`config.mk`:
```
export PLATFORM = sky130hd
export DESIGN_NAME = io_region_decoder
export DESIGN_NICKNAME = d
export VERILOG_FILES = /design/src/verilog/io_region_pkg.sv /design/src/verilog/io_region_decoder.sv
export SDC_FILE = /design/constraint.sdc
export NUM_CORES = 1
export LEC_CHECK = 0
export BUFFER_PORTS_ARGS = -buffer_cell sky130_fd_sc_hd__buf_2
export CAP_MARGIN = 10
export CORE_MARGIN = 3
export CORE_UTILIZATION = 56
export CTS_BUF_LIST = sky130_fd_sc_hd__clkbuf_16
export CTS_CLUSTER_SIZE = 20
export DETAILED_ROUTE_END_ITERATION = 10
export PLACE_DENSITY_LB_ADDON = 0.08
export SYNTH_ARGS = -nofsm -noshare
export SYNTH_HDL_FRONTEND = slang
export SYNTH_SLANG_ARGS = --single-unit
```
`constraint.sdc`:
```
create_clock -name core_clk -period 4.3 [get_ports core_clk]
set_input_delay 0.645 -clock core_clk [delete_from_list [all_inputs] [get_ports core_clk]]
set_output_delay 0.645 -clock core_clk [all_outputs]
set_load 0.05 [all_outputs]
```
`src/verilog/io_region_pkg.sv`:
```
package io_region_pkg;

   // ----------------------------------------------------------------------
   // Register map
   // ----------------------------------------------------------------------
   localparam logic [11:0] REGION3_LOWER_BOUND_CTRL_OFS = 12'h730;
   localparam logic [11:0] REGION3_UPPER_BOUND_OFS      = 12'h728;
   localparam logic [11:0] REGION4_LOWER_BOUND_CTRL_OFS = 12'h740;
   localparam logic [11:0] REGION4_UPPER_BOUND_OFS      = 12'h748;
   localparam logic [11:0] REGION5_LOWER_BOUND_CTRL_OFS = 12'h750;
   localparam logic [11:0] REGION5_UPPER_BOUND_OFS      = 12'h758;
   localparam logic [11:0] REGION6_LOWER_BOUND_CTRL_OFS = 12'h760;
   localparam logic [11:0] REGION6_UPPER_BOUND_OFS      = 12'h768;
   localparam logic [11:0] REGION7_LOWER_BOUND_CTRL_OFS = 12'h770;
   localparam logic [11:0] REGION7_UPPER_BOUND_OFS      = 12'h778;

   localparam int FIRST_REGION = 3;
   localparam int LAST_REGION  = 7;
   localparam int NUM_REGIONS  = LAST_REGION - FIRST_REGION + 1;

   // ----------------------------------------------------------------------
   // Field layout
   // ----------------------------------------------------------------------
   localparam int BOUND_LSB    = 16;
   localparam int BOUND_MSB    = 47;
   localparam int BOUND_W      = BOUND_MSB - BOUND_LSB + 1;
   localparam int ATTR_LSB     = 8;
   localparam int NONCOH_BIT   = 6;
   localparam int PORT_LSB     = 2;
   localparam int EXEMPT_BIT   = 1;
   localparam int ENABLE_BIT   = 0;

   // ----------------------------------------------------------------------
   // Encodings
   // ----------------------------------------------------------------------
   localparam logic [1:0] QUAL_ANY      = 2'h0;
   localparam logic [1:0] QUAL_UC       = 2'h1;
   localparam logic [1:0] QUAL_UCA      = 2'h2;
   localparam logic [1:0] QUAL_UC_UCA   = 2'h3;
   localparam logic [3:0] PORT_MAIN     = 4'h0;
   localparam logic [3:0] PORT_SIDE_0   = 4'h8;
   localparam logic [3:0] PORT_SIDE_3   = 4'hb;

   typedef enum logic [2:0] {
      DEST_NONE   = 3'b000,
      DEST_MAIN   = 3'b001,
      DEST_SIDE_0 = 3'b100,
      DEST_SIDE_1 = 3'b101,
      DEST_SIDE_2 = 3'b110,
      DEST_SIDE_3 = 3'b111
   } dest_t;

endpackage : io_region_pkg

```
`src/verilog/io_region_decoder.sv`:
```
`timescale 1ns/1ps
module io_region_decoder
   import io_region_pkg::*;
#(
   parameter int                    CONFIGURED_REGION_COUNT = 8,
   parameter logic [NUM_REGIONS*64-1:0] LOWER_RESET         = '0,
   parameter logic [NUM_REGIONS*64-1:0] UPPER_RESET         = '0
) (
   input  wire logic        core_clk,
   input  wire logic        sys_rst,
   input  wire logic [11:0] reg_addr,
   input  wire logic [63:0] reg_wdata,
   input  wire logic        reg_wr,
   input  wire logic        reg_rd,
   output logic      [63:0] reg_rdata,
   input  wire logic        req_valid,
   input  wire logic [47:0] req_addr,
   input  wire logic        req_coherent,
   input  wire logic        cache_coherency_attribute_uc,
   input  wire logic        cache_coherency_attribute_uca,
   output logic             region_hit,
   output logic [2:0]       region_index,
   output logic [2:0]       req_dest,
   output logic             req_reserved_port,
   output logic             req_noncoherent,
   output logic             limit_exempt,
   output logic [3:0]       request_limit_setting_apply
);

   // ----------------------------------------------------------------------
   // Masks of implemented bits
   // ----------------------------------------------------------------------
   localparam logic [63:0] LOWER_MASK = 64'h0000_ffff_ffff_037f;
   localparam logic [63:0] UPPER_MASK = 64'h0000_ffff_ffff_0000;

   // ----------------------------------------------------------------------
   // Helpers
   // ----------------------------------------------------------------------
   function automatic logic region_present(input int idx);
      return CONFIGURED_REGION_COUNT > (idx + FIRST_REGION);
   endfunction : region_present

   function automatic logic attr_ok(input logic [1:0] qual, input logic uc,
                                    input logic uncached_accelerated_attr);
      logic ok;
      ok = 1'b0;
      unique case (qual)
         QUAL_ANY:    ok = 1'b1;
         QUAL_UC:     ok = uc;
         QUAL_UCA:    ok = uncached_accelerated_attr;
         QUAL_UC_UCA: ok = uc | uncached_accelerated_attr;
      endcase
      return ok;
   endfunction : attr_ok

   function automatic logic [2:0] lower_index(input logic [11:0] a);
      return a[6:4] - 3'h3;
   endfunction : lower_index

   // ----------------------------------------------------------------------
   // Register storage
   // ----------------------------------------------------------------------
   logic [63:0] lower_reg [NUM_REGIONS];
   logic [63:0] upper_reg [NUM_REGIONS];

   logic        is_lower;
   logic        is_upper;
   logic [2:0]  sel;

   always_comb begin
      is_lower = 1'b0;
      is_upper = 1'b0;
      sel      = 3'h0;
      unique case (reg_addr)
         REGION3_LOWER_BOUND_CTRL_OFS,
         REGION4_LOWER_BOUND_CTRL_OFS,
         REGION5_LOWER_BOUND_CTRL_OFS,
         REGION6_LOWER_BOUND_CTRL_OFS,
         REGION7_LOWER_BOUND_CTRL_OFS: begin
            is_lower = 1'b1;
            sel      = lower_index(reg_addr);
         end
         REGION3_UPPER_BOUND_OFS: begin
            is_upper = 1'b1;
            sel      = 3'h0;
         end
         REGION4_UPPER_BOUND_OFS,
         REGION5_UPPER_BOUND_OFS,
         REGION6_UPPER_BOUND_OFS,
         REGION7_UPPER_BOUND_OFS: begin
            is_upper = 1'b1;
            sel      = lower_index(reg_addr);
         end
         default: begin
            is_lower = 1'b0;
         end
      endcase
   end

   // ----------------------------------------------------------------------
   // Write enables
   // ----------------------------------------------------------------------
   logic [NUM_REGIONS-1:0] lower_wr;
   logic [NUM_REGIONS-1:0] upper_wr;

   always_comb begin
      for (int i = 0; i < NUM_REGIONS; i++) begin
         lower_wr[i] = reg_wr && is_lower && sel == 3'(i) && region_present(i);
         upper_wr[i] = reg_wr && is_upper && sel == 3'(i) && region_present(i);
      end
   end

   // ----------------------------------------------------------------------
   // Lower bound and control words
   // ----------------------------------------------------------------------
   // One process owns the whole array, so no element has two drivers
   always_ff @(posedge core_clk) begin
      for (int i = 0; i < NUM_REGIONS; i++) begin
         if (!region_present(i)) begin
            lower_reg[i] <= 64'h0;
         end else if (sys_rst) begin
            lower_reg[i] <= LOWER_RESET[i*64 +: 64] & LOWER_MASK;
         end else if (lower_wr[i]) begin
            lower_reg[i] <= reg_wdata & LOWER_MASK;
         end
      end
   end

   // ----------------------------------------------------------------------
   // Upper bound words
   // ----------------------------------------------------------------------
   always_ff @(posedge core_clk) begin
      for (int i = 0; i < NUM_REGIONS; i++) begin
         if (!region_present(i)) begin
            upper_reg[i] <= 64'h0;
         end else if (sys_rst) begin
            upper_reg[i] <= UPPER_RESET[i*64 +: 64] & UPPER_MASK;
         end else if (upper_wr[i]) begin
            upper_reg[i] <= reg_wdata & UPPER_MASK;
         end
      end
   end

   // ----------------------------------------------------------------------
   // Field views
   // ----------------------------------------------------------------------
   logic [BOUND_W-1:0] region_low_bound      [NUM_REGIONS];
   logic [BOUND_W-1:0] region_high_bound     [NUM_REGIONS];
   logic [1:0]         region_attr_qualifier [NUM_REGIONS];
   logic               force_noncoherent     [NUM_REGIONS];
   logic [3:0]         region_port_select    [NUM_REGIONS];
   logic               region_limit_exempt   [NUM_REGIONS];
   logic               region_enable         [NUM_REGIONS];

   always_comb begin
      for (int i = 0; i < NUM_REGIONS; i++) begin
         region_low_bound[i]      = lower_reg[i][BOUND_MSB:BOUND_LSB];
         region_high_bound[i]     = upper_reg[i][BOUND_MSB:BOUND_LSB];
         region_attr_qualifier[i] = lower_reg[i][ATTR_LSB +: 2];
         force_noncoherent[i]     = lower_reg[i][NONCOH_BIT];
         region_port_select[i]    = lower_reg[i][PORT_LSB +: 4];
         region_limit_exempt[i]   = lower_reg[i][EXEMPT_BIT];
         region_enable[i]         = lower_reg[i][ENABLE_BIT];
      end
   end

   // ----------------------------------------------------------------------
   // Read port
   // ----------------------------------------------------------------------
   always_ff @(posedge core_clk) begin
      if (sys_rst) begin
         reg_rdata <= 64'h0;
      end else if (reg_rd && is_lower && region_present(int'(sel))) begin
         reg_rdata <= lower_reg[sel];
      end else if (reg_rd && is_upper && region_present(int'(sel))) begin
         reg_rdata <= upper_reg[sel];
      end else begin
         reg_rdata <= 64'h0;
      end
   end

   // ----------------------------------------------------------------------
   // Address decode
   // ----------------------------------------------------------------------
   logic [BOUND_W-1:0]     page;
   logic [NUM_REGIONS-1:0] in_range;
   logic [NUM_REGIONS-1:0] attr_match;
   logic [NUM_REGIONS-1:0] hits;
   logic [2:0]             win_sel;
   logic [3:0]             win_port;
   logic                   win_noncoh;
   logic                   win_exempt;

   assign page = req_addr[BOUND_MSB:BOUND_LSB];

   always_comb begin
      for (int i = 0; i < NUM_REGIONS; i++) begin
         in_range[i]   = page >= region_low_bound[i]
                      && page <= region_high_bound[i];
         attr_match[i] = attr_ok(region_attr_qualifier[i],
                                 cache_coherency_attribute_uc,
                                 cache_coherency_attribute_uca);
         hits[i]       = req_valid && region_present(i) && region_enable[i]
                      && in_range[i] && attr_match[i];
      end
   end

   // ----------------------------------------------------------------------
   // Winner select
   // ----------------------------------------------------------------------
   // Lowest-numbered matching region wins on overlap
   function automatic logic [2:0] lowest_set(input logic [NUM_REGIONS-1:0] v);
      logic [2:0] idx;
      idx = 3'h0;
      for (int i = NUM_REGIONS - 1; i >= 0; i--) begin
         if (v[i]) begin
            idx = 3'(i);
         end
      end
      return idx;
   endfunction : lowest_set

   assign win_sel      = lowest_set(hits);
   assign region_hit   = |hits;
   assign region_index = region_hit ? win_sel + 3'(FIRST_REGION) : 3'h0;
   assign win_port     = region_port_select[win_sel];
   assign win_noncoh   = force_noncoherent[win_sel];
   assign win_exempt   = region_limit_exempt[win_sel];

   always_comb begin
      req_dest          = DEST_NONE;
      req_reserved_port = 1'b0;
      if (region_hit) begin
         if (win_port == PORT_MAIN) begin
            req_dest = DEST_MAIN;
         end else if (win_port >= PORT_SIDE_0 && win_port <= PORT_SIDE_3) begin
            req_dest = {1'b1, win_port[1:0]};
         end else begin
            req_reserved_port = 1'b1;
         end
      end
   end

   assign req_noncoherent = region_hit & req_coherent & win_noncoh;
   assign limit_exempt    = region_hit & win_exempt;
   // Command type, attribute and count limits apply only on a region hit that is not exempt
   assign request_limit_setting_apply = {4{region_hit & ~win_exempt}};

endmodule : io_region_decoder

```
# == Word level (Yosys, flattened, before mapping) ==
# Memories as Yosys holds them, arrays and structs flattened.
# Index checks and enable logic that the tools add are counted.
# word_totals
regBits,64
ramBits,365
in_bits,132
wordCells,187
n_memories,2
# memory_table
name,depth,width,read_ports,rd_clocked_by_memory_dff,wr,line,rtl
lower_reg,5,41,6,0,5,io_region_decoder.sv:63,logic [63:0] lower_reg [NUM_REGIONS];
upper_reg,5,32,6,0,5,io_region_decoder.sv:64,logic [63:0] upper_reg [NUM_REGIONS];
# op_classes
add_sub_neg,3
magnitude_cmp,14
eq_ne,29
n_mux,73
bitwise,17
reduce_logical,48
# ops
operator,n
41-bit 2-to-1 mux,5
32-bit >= comparator,5
32-bit less-or-equal comparator,5
32-bit 2-to-1 mux,5
64-bit 2-to-1 mux,2
"12-bit by 11-bit == test with 1-bit output, second input constant",10
1-bit 2-to-1 mux,41
1-bit logical AND,37
3-bit 2-to-1 mux,10
"2-bit == test, second input constant",10
1-bit case mux with 4 select lines,5
5-bit OR reduction,3
4-bit binary-select mux with 3-bit select,1
1-bit OR,11
"2-bit by 1-bit == test with 1-bit output, second input constant",5
2-bit zero test,5
9-bit OR reduction,1
"4-bit >= comparator, second input constant",2
4-bit 2-to-1 mux,2
1-bit binary-select mux with 3-bit select,2
"3-bit by 2-bit == test with 1-bit output, second input constant",2
"3-bit by 2-bit adder with 4-bit output, second input constant",1
1-bit AND,4
"4-bit > comparator, first input constant",1
9 further kinds,9

# == Depth between registers and ports, before layout ==
# Gate-level depths: netlist of the first run.
# An unclocked memory read counts as a cell.
# depth
word_depth,19
mapped_depth,14

# == Least setup slack after synthesis of the first run ==
# Ideal clock, no wire load.
# synth_timing
path_kind,input -> output
startpoint,in req_addr[16]
endpoint,out req_dest[1]
arrival_ns,4.156
setup_slack_ns,-0.501
stages,12
path_cell_list,inv_1 > ha_1 > nand2b_1 > a2111o_1 > a31o_1 > o2bb2ai_1 > o211a_1 > o21bai_4 > nor3_4 > a22o_1 > o221ai_1 > nor3_1
# synth_between
elab_chain_len,18
# synth_rtl
item,line,rtl
start: declaration,io_region_decoder.sv:17,"input wire logic [47:0] req_addr,"
32-bit >= comparator or 32-bit less-or-equal comparator (tied branches),"io_region_decoder.sv:198, io_region_decoder.sv:199",
1-bit logical AND,io_region_decoder.sv:199,&& page <= region_high_bound[i];
1-bit logical AND (2 in series),io_region_decoder.sv:204,&& in_range[i] && attr_match[i];
3-bit 2-to-1 mux (5 in series),io_region_decoder.sv:216,if (v[i]) begin
3-bit NOT with 4-bit output (not written as such),io_region_decoder.sv:226,assign win_port = region_port_select[win_sel];
4-bit binary-select mux with 3-bit select,io_region_decoder.sv:226,
4-bit 2-to-1 mux (not written as such) (2 in series),io_region_decoder.sv:226,
4-bit >= comparator or 4-bit less-or-equal comparator (tied branches),io_region_decoder.sv:236,end else if (win_port >= PORT_SIDE_0 && win_port <= PORT_SIDE_3) begin
1-bit logical AND,io_region_decoder.sv:236,
3-bit 2-to-1 mux,io_region_decoder.sv:236,
3-bit 2-to-1 mux,io_region_decoder.sv:234,if (win_port == PORT_MAIN) begin
3-bit 2-to-1 mux (*),io_region_decoder.sv:233,if (region_hit) begin
end: declaration,io_region_decoder.sv:23,"output logic [2:0] req_dest,"
# Mark *: on every way between the ends. The rest lies on a longest branch, timed or not. The select of a mux whose other input is x is not followed.

==> results of run 1 <==
==> cells in the mapped netlist, types with 4 or more instances <==
master     count  area, µm²
a2111oi_0      5      43.79
a211o_1        5      43.79
a211oi_1      47      352.8
a21boi_0       4      30.03
a21o_1        31      232.7
a21oi_1      173      865.8
a221oi_1      10      87.58
a222oi_1      27      270.3
a22oi_1        9      67.56
and2_1       366       2290
and3_1         4      25.02
and4_1         9      78.83
buf_4         26      195.2
clkbuf_1     100      375.4
dfxtp_1       41      820.8
edfxtp_1     365      10960
ha_1         325       4066
inv_1        335       1257
mux2_2         5      56.30
mux2i_1        4      40.04
nand2_1      168      630.6
nand2b_1      13      81.33
nand3_1       37      185.2
nand4_1       47      294.0
nor2_1       125      469.2
nor2b_1        8      50.05
nor3_1        22      110.1
nor4_1        10      62.56
o211a_1        4      40.04
o211ai_1      45      337.8
o21a_1         6      45.04
o21ai_0      128      640.6
o21ai_1        7      35.03
o21bai_1       5      37.54
o221ai_1      32      280.3
o22ai_1       24      150.1
o31ai_1        5      37.54
or2_2          4      25.02
==> final cells by class <==
| cell class | count | share of cell area [%] |
|---|---|---|
| timing repair buffer | 428 | 9.734 |
| sequential | 406 | 36.90 |
| clock inverter | 36 | 1.078 |
| tap | 600 | 2.351 |
| clock buffer | 49 | 3.840 |
| multi-input combinational | 1801 | 42.13 |
| inverter | 336 | 3.973 |
==> worst min-delay path by stage <==
stage,endpoint,slack (ns),cells past startpoint
after floorplan,reg_rdata[1],0.49,2
after global placement,reg_rdata[36],0.61,4
after detailed placement,reg_rdata[0],0.62,2
after CTS,lower_reg[2][8],0.36,2
after global routing,lower_reg[4][8],0.37,2
final,lower_reg[2][8],0.37,2
==> layer usage <==
layer | up-vias | track usage (%) | part of all wire [%]
met1 | 10950 | 49.30 | 40
met3 | 236 | 8.152 | 10
li1 | 10200 | - | -
met4 | 6 | 15.85 | 4.9
met2 | 1226 | 57.26 | 45
met5 | - | 0 | 0.042
==> logic make-up after synthesis <==
kind of cell / Yosys count / synth area share (%)
compound gates: 609 / 15.31
fa+ha+maj: 325 / 15.44
xor+xnor: 1 / 0.03327
other cells: 1 / 0.01424
mux: 11 / 0.4514
flops: 406 / 44.75
buf+inv: 466 / 7.028
simple gates: 832 / 16.97
==> worst max-delay path: stages (launching register included) <==
cell	delay (ns)
edfxtp_1	0.35
inv_1	0.05
ha_1	0.28
nand4_1	0.28
a21oi_2	0.32
nor3_2	0.07
buf_4	0.16
o211ai_1	0.36
a211oi_2	0.09
o22ai_2	0.30
buf_4	0.21
nor3_4	0.07
a22oi_2	0.25
o21ai_2	0.12
o311a_1	0.37
buf_4	0.19
==> per-stage QoR <==
step	cells	power, mW
6_report	3656	10.42
2_1_floorplan	2673	5.476
4_1_cts	3641	10.35
5_1_grt	3656	10.79
3_3_place_gp	3548	6.139
3_5_place_dp	3548	6.188
==> what timing repair did <==
item / in CTS / in global routing
endpoints found under the setup margin: 14 / 14
cloned: 0 / 0
pin swaps: 29 / 43
resized for setup: 90 / 54
buffers inserted: 11 / 17
==> power groups by stage <==
stage                     logic (mW)  clock network, mW  registers, mW
after floorplan                0.862                  0           4.61
after global placement          1.49                  0           4.65
after detailed placement        1.54                  0           4.65
after CTS                       1.61               4.17           4.57
after global routing            1.84               4.35           4.59
final                           1.69               4.15           4.58
==> reports/metrics.csv, run 1 <==
metric,value,unit
p_leak,14.16,nW
pre_cts_ws,-1.052,ns
grtUsageTotal,36.65,%
min_from,reg_wdata[9],
dr.first_iter.drc_count,2713,
clock_path_buffers,3,
coreArea,45870,µm²
sequentialPowerShare,43.9,%
fp.dieH,222.8,µm
wirelength,92370,µm
grt_setup_unrepaired,true,
stdcell_area,31930,µm²
cts_tree,built,
synthArstFlopShare,0,%
arrival,4.10,ns
utilization,69.61,%
cp-startpoint,upper_reg[4][26],
seq_area,11780,µm²
place_congestion,0.9555,
nets,3476,
powerDensity,326.4,nW/µm²
grt_first_pass_wirelength,137400,µm
dpl.hpwl,65960,µm
cts-root-buf,clkbuf_16,
reg2reg_to,reg_rdata[32],
hold_class,in2reg,
dieWidth,222.8,µm
vias,22620,
final_cell_mix,"365 x and2_1, 365 x edfxtp_1, 337 x inv_1",
hold_slack,0.3741,ns
layout-drive-gt1-share,20.35,%
avgSynthCellArea,9.932,µm²
worstRegToRegCells,6,
die_area,49650,µm²
hold_viol_final,0,
finalSetupTns,-4.987,ns
crit_path_end_kind,output port,
violations,setup timing,
power_frac_clock,39.9,%
grt_pass1_vias,22770,
drt-pass1-iter-count,6,
max_slew_margin,43.35,%
grt_max_degree,60,
drc,0,
worst_pin_slew,0.8497,ns
vias_per_cell,6.186,
area_growth,21.28,%
required,3.65,ns
synth_area,26330,µm²
p_switching,2.823,mW
ctsHoldBuffers,0,
worst-setup-path-type,reg2out,
drv_slew,0,
cp-start-kind,register,
finalClockSkew,0.01492,ns
period_needed,4.745,ns
swShare,27.08,%
synth_cell_types,83,
status,"complete, but fails checks",
drtAntennaViolNets,0,
worst-path-max-fanout,6,
ys_ff_latch,406,
path_clk_slew,0.06,ns
yosysSeqAreaShare,44.75,%
finalCritPeriodShare,110.3,%
port_buffers,147,
crit_end,req_reserved_port,
reg2reg_from,lower_reg[2][25],
internal_power,7.599,mW
routedWlPerCell,25.27,µm
diodes,0,
gr-total-overflow,0,
synthFlopType,edfxtp_1,
irDropWorstVdd,0.4078,mV
placed_cell_area,29520,µm²
fp-row-count,78,
setup_viol,14,
initial_core_util,57.40,%
fmax,210.8,MHz
cts_made_buffers,46,
h-tree-depth,2,
yosysWarnings,0,
worst_slack,-0.4446,ns
drv_cap,0,
fill_cells,3552,
rrSetupSlack,2.48,ns
ios,210,
largest_reg_flops,205,
cts.sinks,406,
syn-instance-count,2651,
clkLatencyLatePin,0.60,ns
combPwrFrac,16.2,%
synth_enable_flop_cells,365,
antenna_found_initial,4,
multiInputGateArea,13450,µm²
Note: power is estimated with default switching activity, not from simulation.
==> run 2, diff against run 1 <==
--- a/config.mk
+++ b/config.mk
@@ -5,10 +5,11 @@
 export SDC_FILE = /design/constraint.sdc
 export NUM_CORES = 1
 export LEC_CHECK = 0
+export ABC_AREA = 1
 export BUFFER_PORTS_ARGS = -buffer_cell sky130_fd_sc_hd__buf_2
 export CAP_MARGIN = 10
 export CORE_MARGIN = 3
-export CORE_UTILIZATION = 56
+export CORE_UTILIZATION = 55
 export CTS_BUF_LIST = sky130_fd_sc_hd__clkbuf_16
 export CTS_CLUSTER_SIZE = 20
 export DETAILED_ROUTE_END_ITERATION = 10
==> run 2 against run 1 <==
  * The flow now finishes without violations
  * Sequential power barely moved
  * Area after synthesis fell by 2.8%
  * Global-route usage fell by 3.8 points
  * Via count fell by 4.7%
  * Clock skew rose by 0.011 ns
  * Utilization fell by 3.9 points
  * Combinational power fell by 9%
  * Critical endpoint is now req_dest[0]
  * Largest cell class unchanged
  * Highest routed layer unchanged
==> reports/metrics.csv, run 2 <==
metric,value,unit
hold_slack,0.4167,ns
vias_per_cell,5.789,
ctsHoldBuffers,0,
slowest_stage,edfxtp_1,
synthArstFlopShare,0,%
fmax,234.5,MHz
final_cell_mix,"448 x nor2_1, 407 x inv_1, 365 x edfxtp_1",
place_congestion,0.9747,
yosysTopAreaCell,edfxtp_1,
largest_reg_flops,205,
finalCritPeriodShare,99.18,%
worstHoldEndpoint,lower_reg[1][8],
ys_ff_latch,406,
vias,21560,
max_slew_margin,41.85,%
dp_cells,3622,
avgSynthCellArea,9.010,µm²
yosysWarnings,0,
seq_area,11780,µm²
grt_first_pass_wirelength,123500,µm
fp.dieH,221.7,µm
synth_area,25580,µm²
stdcell_area,30010,µm²
powerDensity,334.3,nW/µm²
layout_commonest_cell,nor2_1,
worst-setup-path-type,reg2out,
die_area,49130,µm²
grt_max_degree,65,
nets,3545,
synth_cell_types,52,
gr-total-overflow,0,
placed_cell_area,27750,µm²
cts.sinks,406,
port_buffers,147,
crit_chain,inv_1 -> ha_1 -> nand2_1 -> nor2_2 -> nand4_1 -> nor4_1 -> buf_4 -> nand2_1 -> nand3_1 -> nand2_1 -> nand3_1 -> inv_1 -> nand2_4 -> clkinv_4 -> nand3_1 -> nand2_2 -> nor2_4 -> nand3_2 -> nand2_2 -> buf_8,
hold_class,in2reg,
drt-pass1-iter-count,5,
routedWlPerCell,22.20,µm
cts_tree,built,
irDropWorstVdd,0.4761,mV
min_from,reg_wdata[9],
worst_pin_slew,0.8723,ns
p_leak,13.97,nW
dr.first_iter.drc_count,2191,
hold_viol_final,0,
drv_slew,0,
drtAntennaViolNets,0,
syn-instance-count,2839,
ios,210,
dpl.hpwl,58680,µm
p_total,10.03,mW
synthFlopType,edfxtp_1,
cts-root-buf,clkbuf_16,
coreArea,45670,µm²
layout-drive-gt1-share,16.51,%
required,3.65,ns
cp-start-kind,register,
dieWidth,221.7,µm
multiInputGateArea,12060,µm²
path_clk_slew,0.05,ns
setup_viol,0,
slowest_delay,0.35,ns
drv_cap,0,
clock_path_buffers,3,
crit_path_end_kind,output port,
hold_depth,3,
initial_core_util,56.00,%
antenna_found_initial,2,
period_needed,4.265,ns
finalSetupTns,0,ns
yosysTopAreaCellShare,42.85,%
reg2reg_from,lower_reg[3][22],
worstRegToRegCells,4,
synthTopCellsByCount,"464 x nor2_1, 407 x inv_1, 369 x nand2_1",
diodes,0,
finalClockSkew,0.02600,ns
pre_cts_ws,-0.1788,ns
cts_made_buffers,46,
clkLatencyLatePin,0.59,ns
wirelength,82700,µm
reg2reg_to,reg_rdata[29],
final_cells,3725,
drc,0,
worst_slack,0.03535,ns
yosysSeqAreaShare,46.06,%
yosysMostFrequentCell,nor2_1,
worst-path-max-fanout,8,
arrival,3.62,ns
h-tree-depth,2,
fill_cells,3854,
grt_setup_unrepaired,true,
area_growth,17.33,%
rrSetupSlack,3.01,ns
status,finished clean,
utilization,65.71,%
synth_area_leaders,"edfxtp_1 43%, ha_1 16%, nor2_1 6.8%, inv_1 6.0%, nand2_1 5.4%",
grtUsageTotal,32.81,%
grt_pass1_vias,21210,
fp-row-count,78,
synth_enable_flop_cells,365,
[run 2: changes by cell type in the layout (fill, tap and decap cells not counted), moves of 27 or more]
cell      change
a211oi_1     -43
a21oi_1      +47
a222oi_1     -27
and2_1      -365
buf_4       -139
clkinv_1     +40
inv_1        +70
nand2_1     +173
nand2_2      +30
nor2_1      +336
o21ai_0      -42
o221ai_1     -27
o22ai_1      +81
[run 2: worst max path at each step]
| stage | from | end | slack [ns] | cells past startpoint |
|---|---|---|---|---|
| floorplan | req_addr[16] | request_limit_setting_apply[1] | 0.1 | 20 |
| global placement | req_addr[47] | request_limit_setting_apply[3] | -0.16 | 19 |
| detailed placement | req_addr[47] | request_limit_setting_apply[1] | -0.18 | 19 |
| CTS | lower_reg[0][37] | req_dest[1] | 0.00009 | 20 |
| global route | upper_reg[1][31] | req_dest[0] | -0.09 | 21 |
| finish | upper_reg[4][31] | req_dest[0] | 0.04 | 20 |
[run 2: what timing repair did]
item                       4_1_cts  5_1_grt
resized for setup               38      120
setup endpoints to repair       13       13
setup buffers                    2       17
pin swaps                       15       65
cloned                           0        0
[run 2: worst max-delay path, delay by kind of cell (launching register included)]
family / cells / cell delay (ns)
buf+inv: 5 / 0.59
simple gates: 14 / 1.79
flops: 1 / 0.35
fa+ha+maj: 1 / 0.28
[run 2: logic make-up after synthesis]
kind of cell	count (synthesis)	synth area share, %
AO/OA/AOI/OAI	543	12.41
XOR/XNOR	1	0.03425
adder cells (fa/ha/maj)	325	15.90
buffers and inverters	573	9.201
flip-flops	406	46.06
other	1	0.01466
AND/OR/NAND/NOR	990	16.38
[run 2: layer usage]
metal	wire length (µm)	global-route usage (%)
met5	27	0
met4	4243	15.13
met3	6316	4.303
met2	38200	53.30
met1	33910	44.03
[run 2: where the power goes]
group	internal, mW	total [mW]	switching (mW)
Combinational	0.531	1.53	0.995
Clock	2.33	3.96	1.62
Sequential	4.47	4.55	0.0840
[run 2: area by class of cell]
class                   count  area share (%)
repair buffers            298           7.346
clock inverters            38           1.067
well taps                 600           2.501
flip-flops and latches    406           39.25
multi-input cells        1882           40.19
inverters                 454           5.724
clock buffers              47           3.919
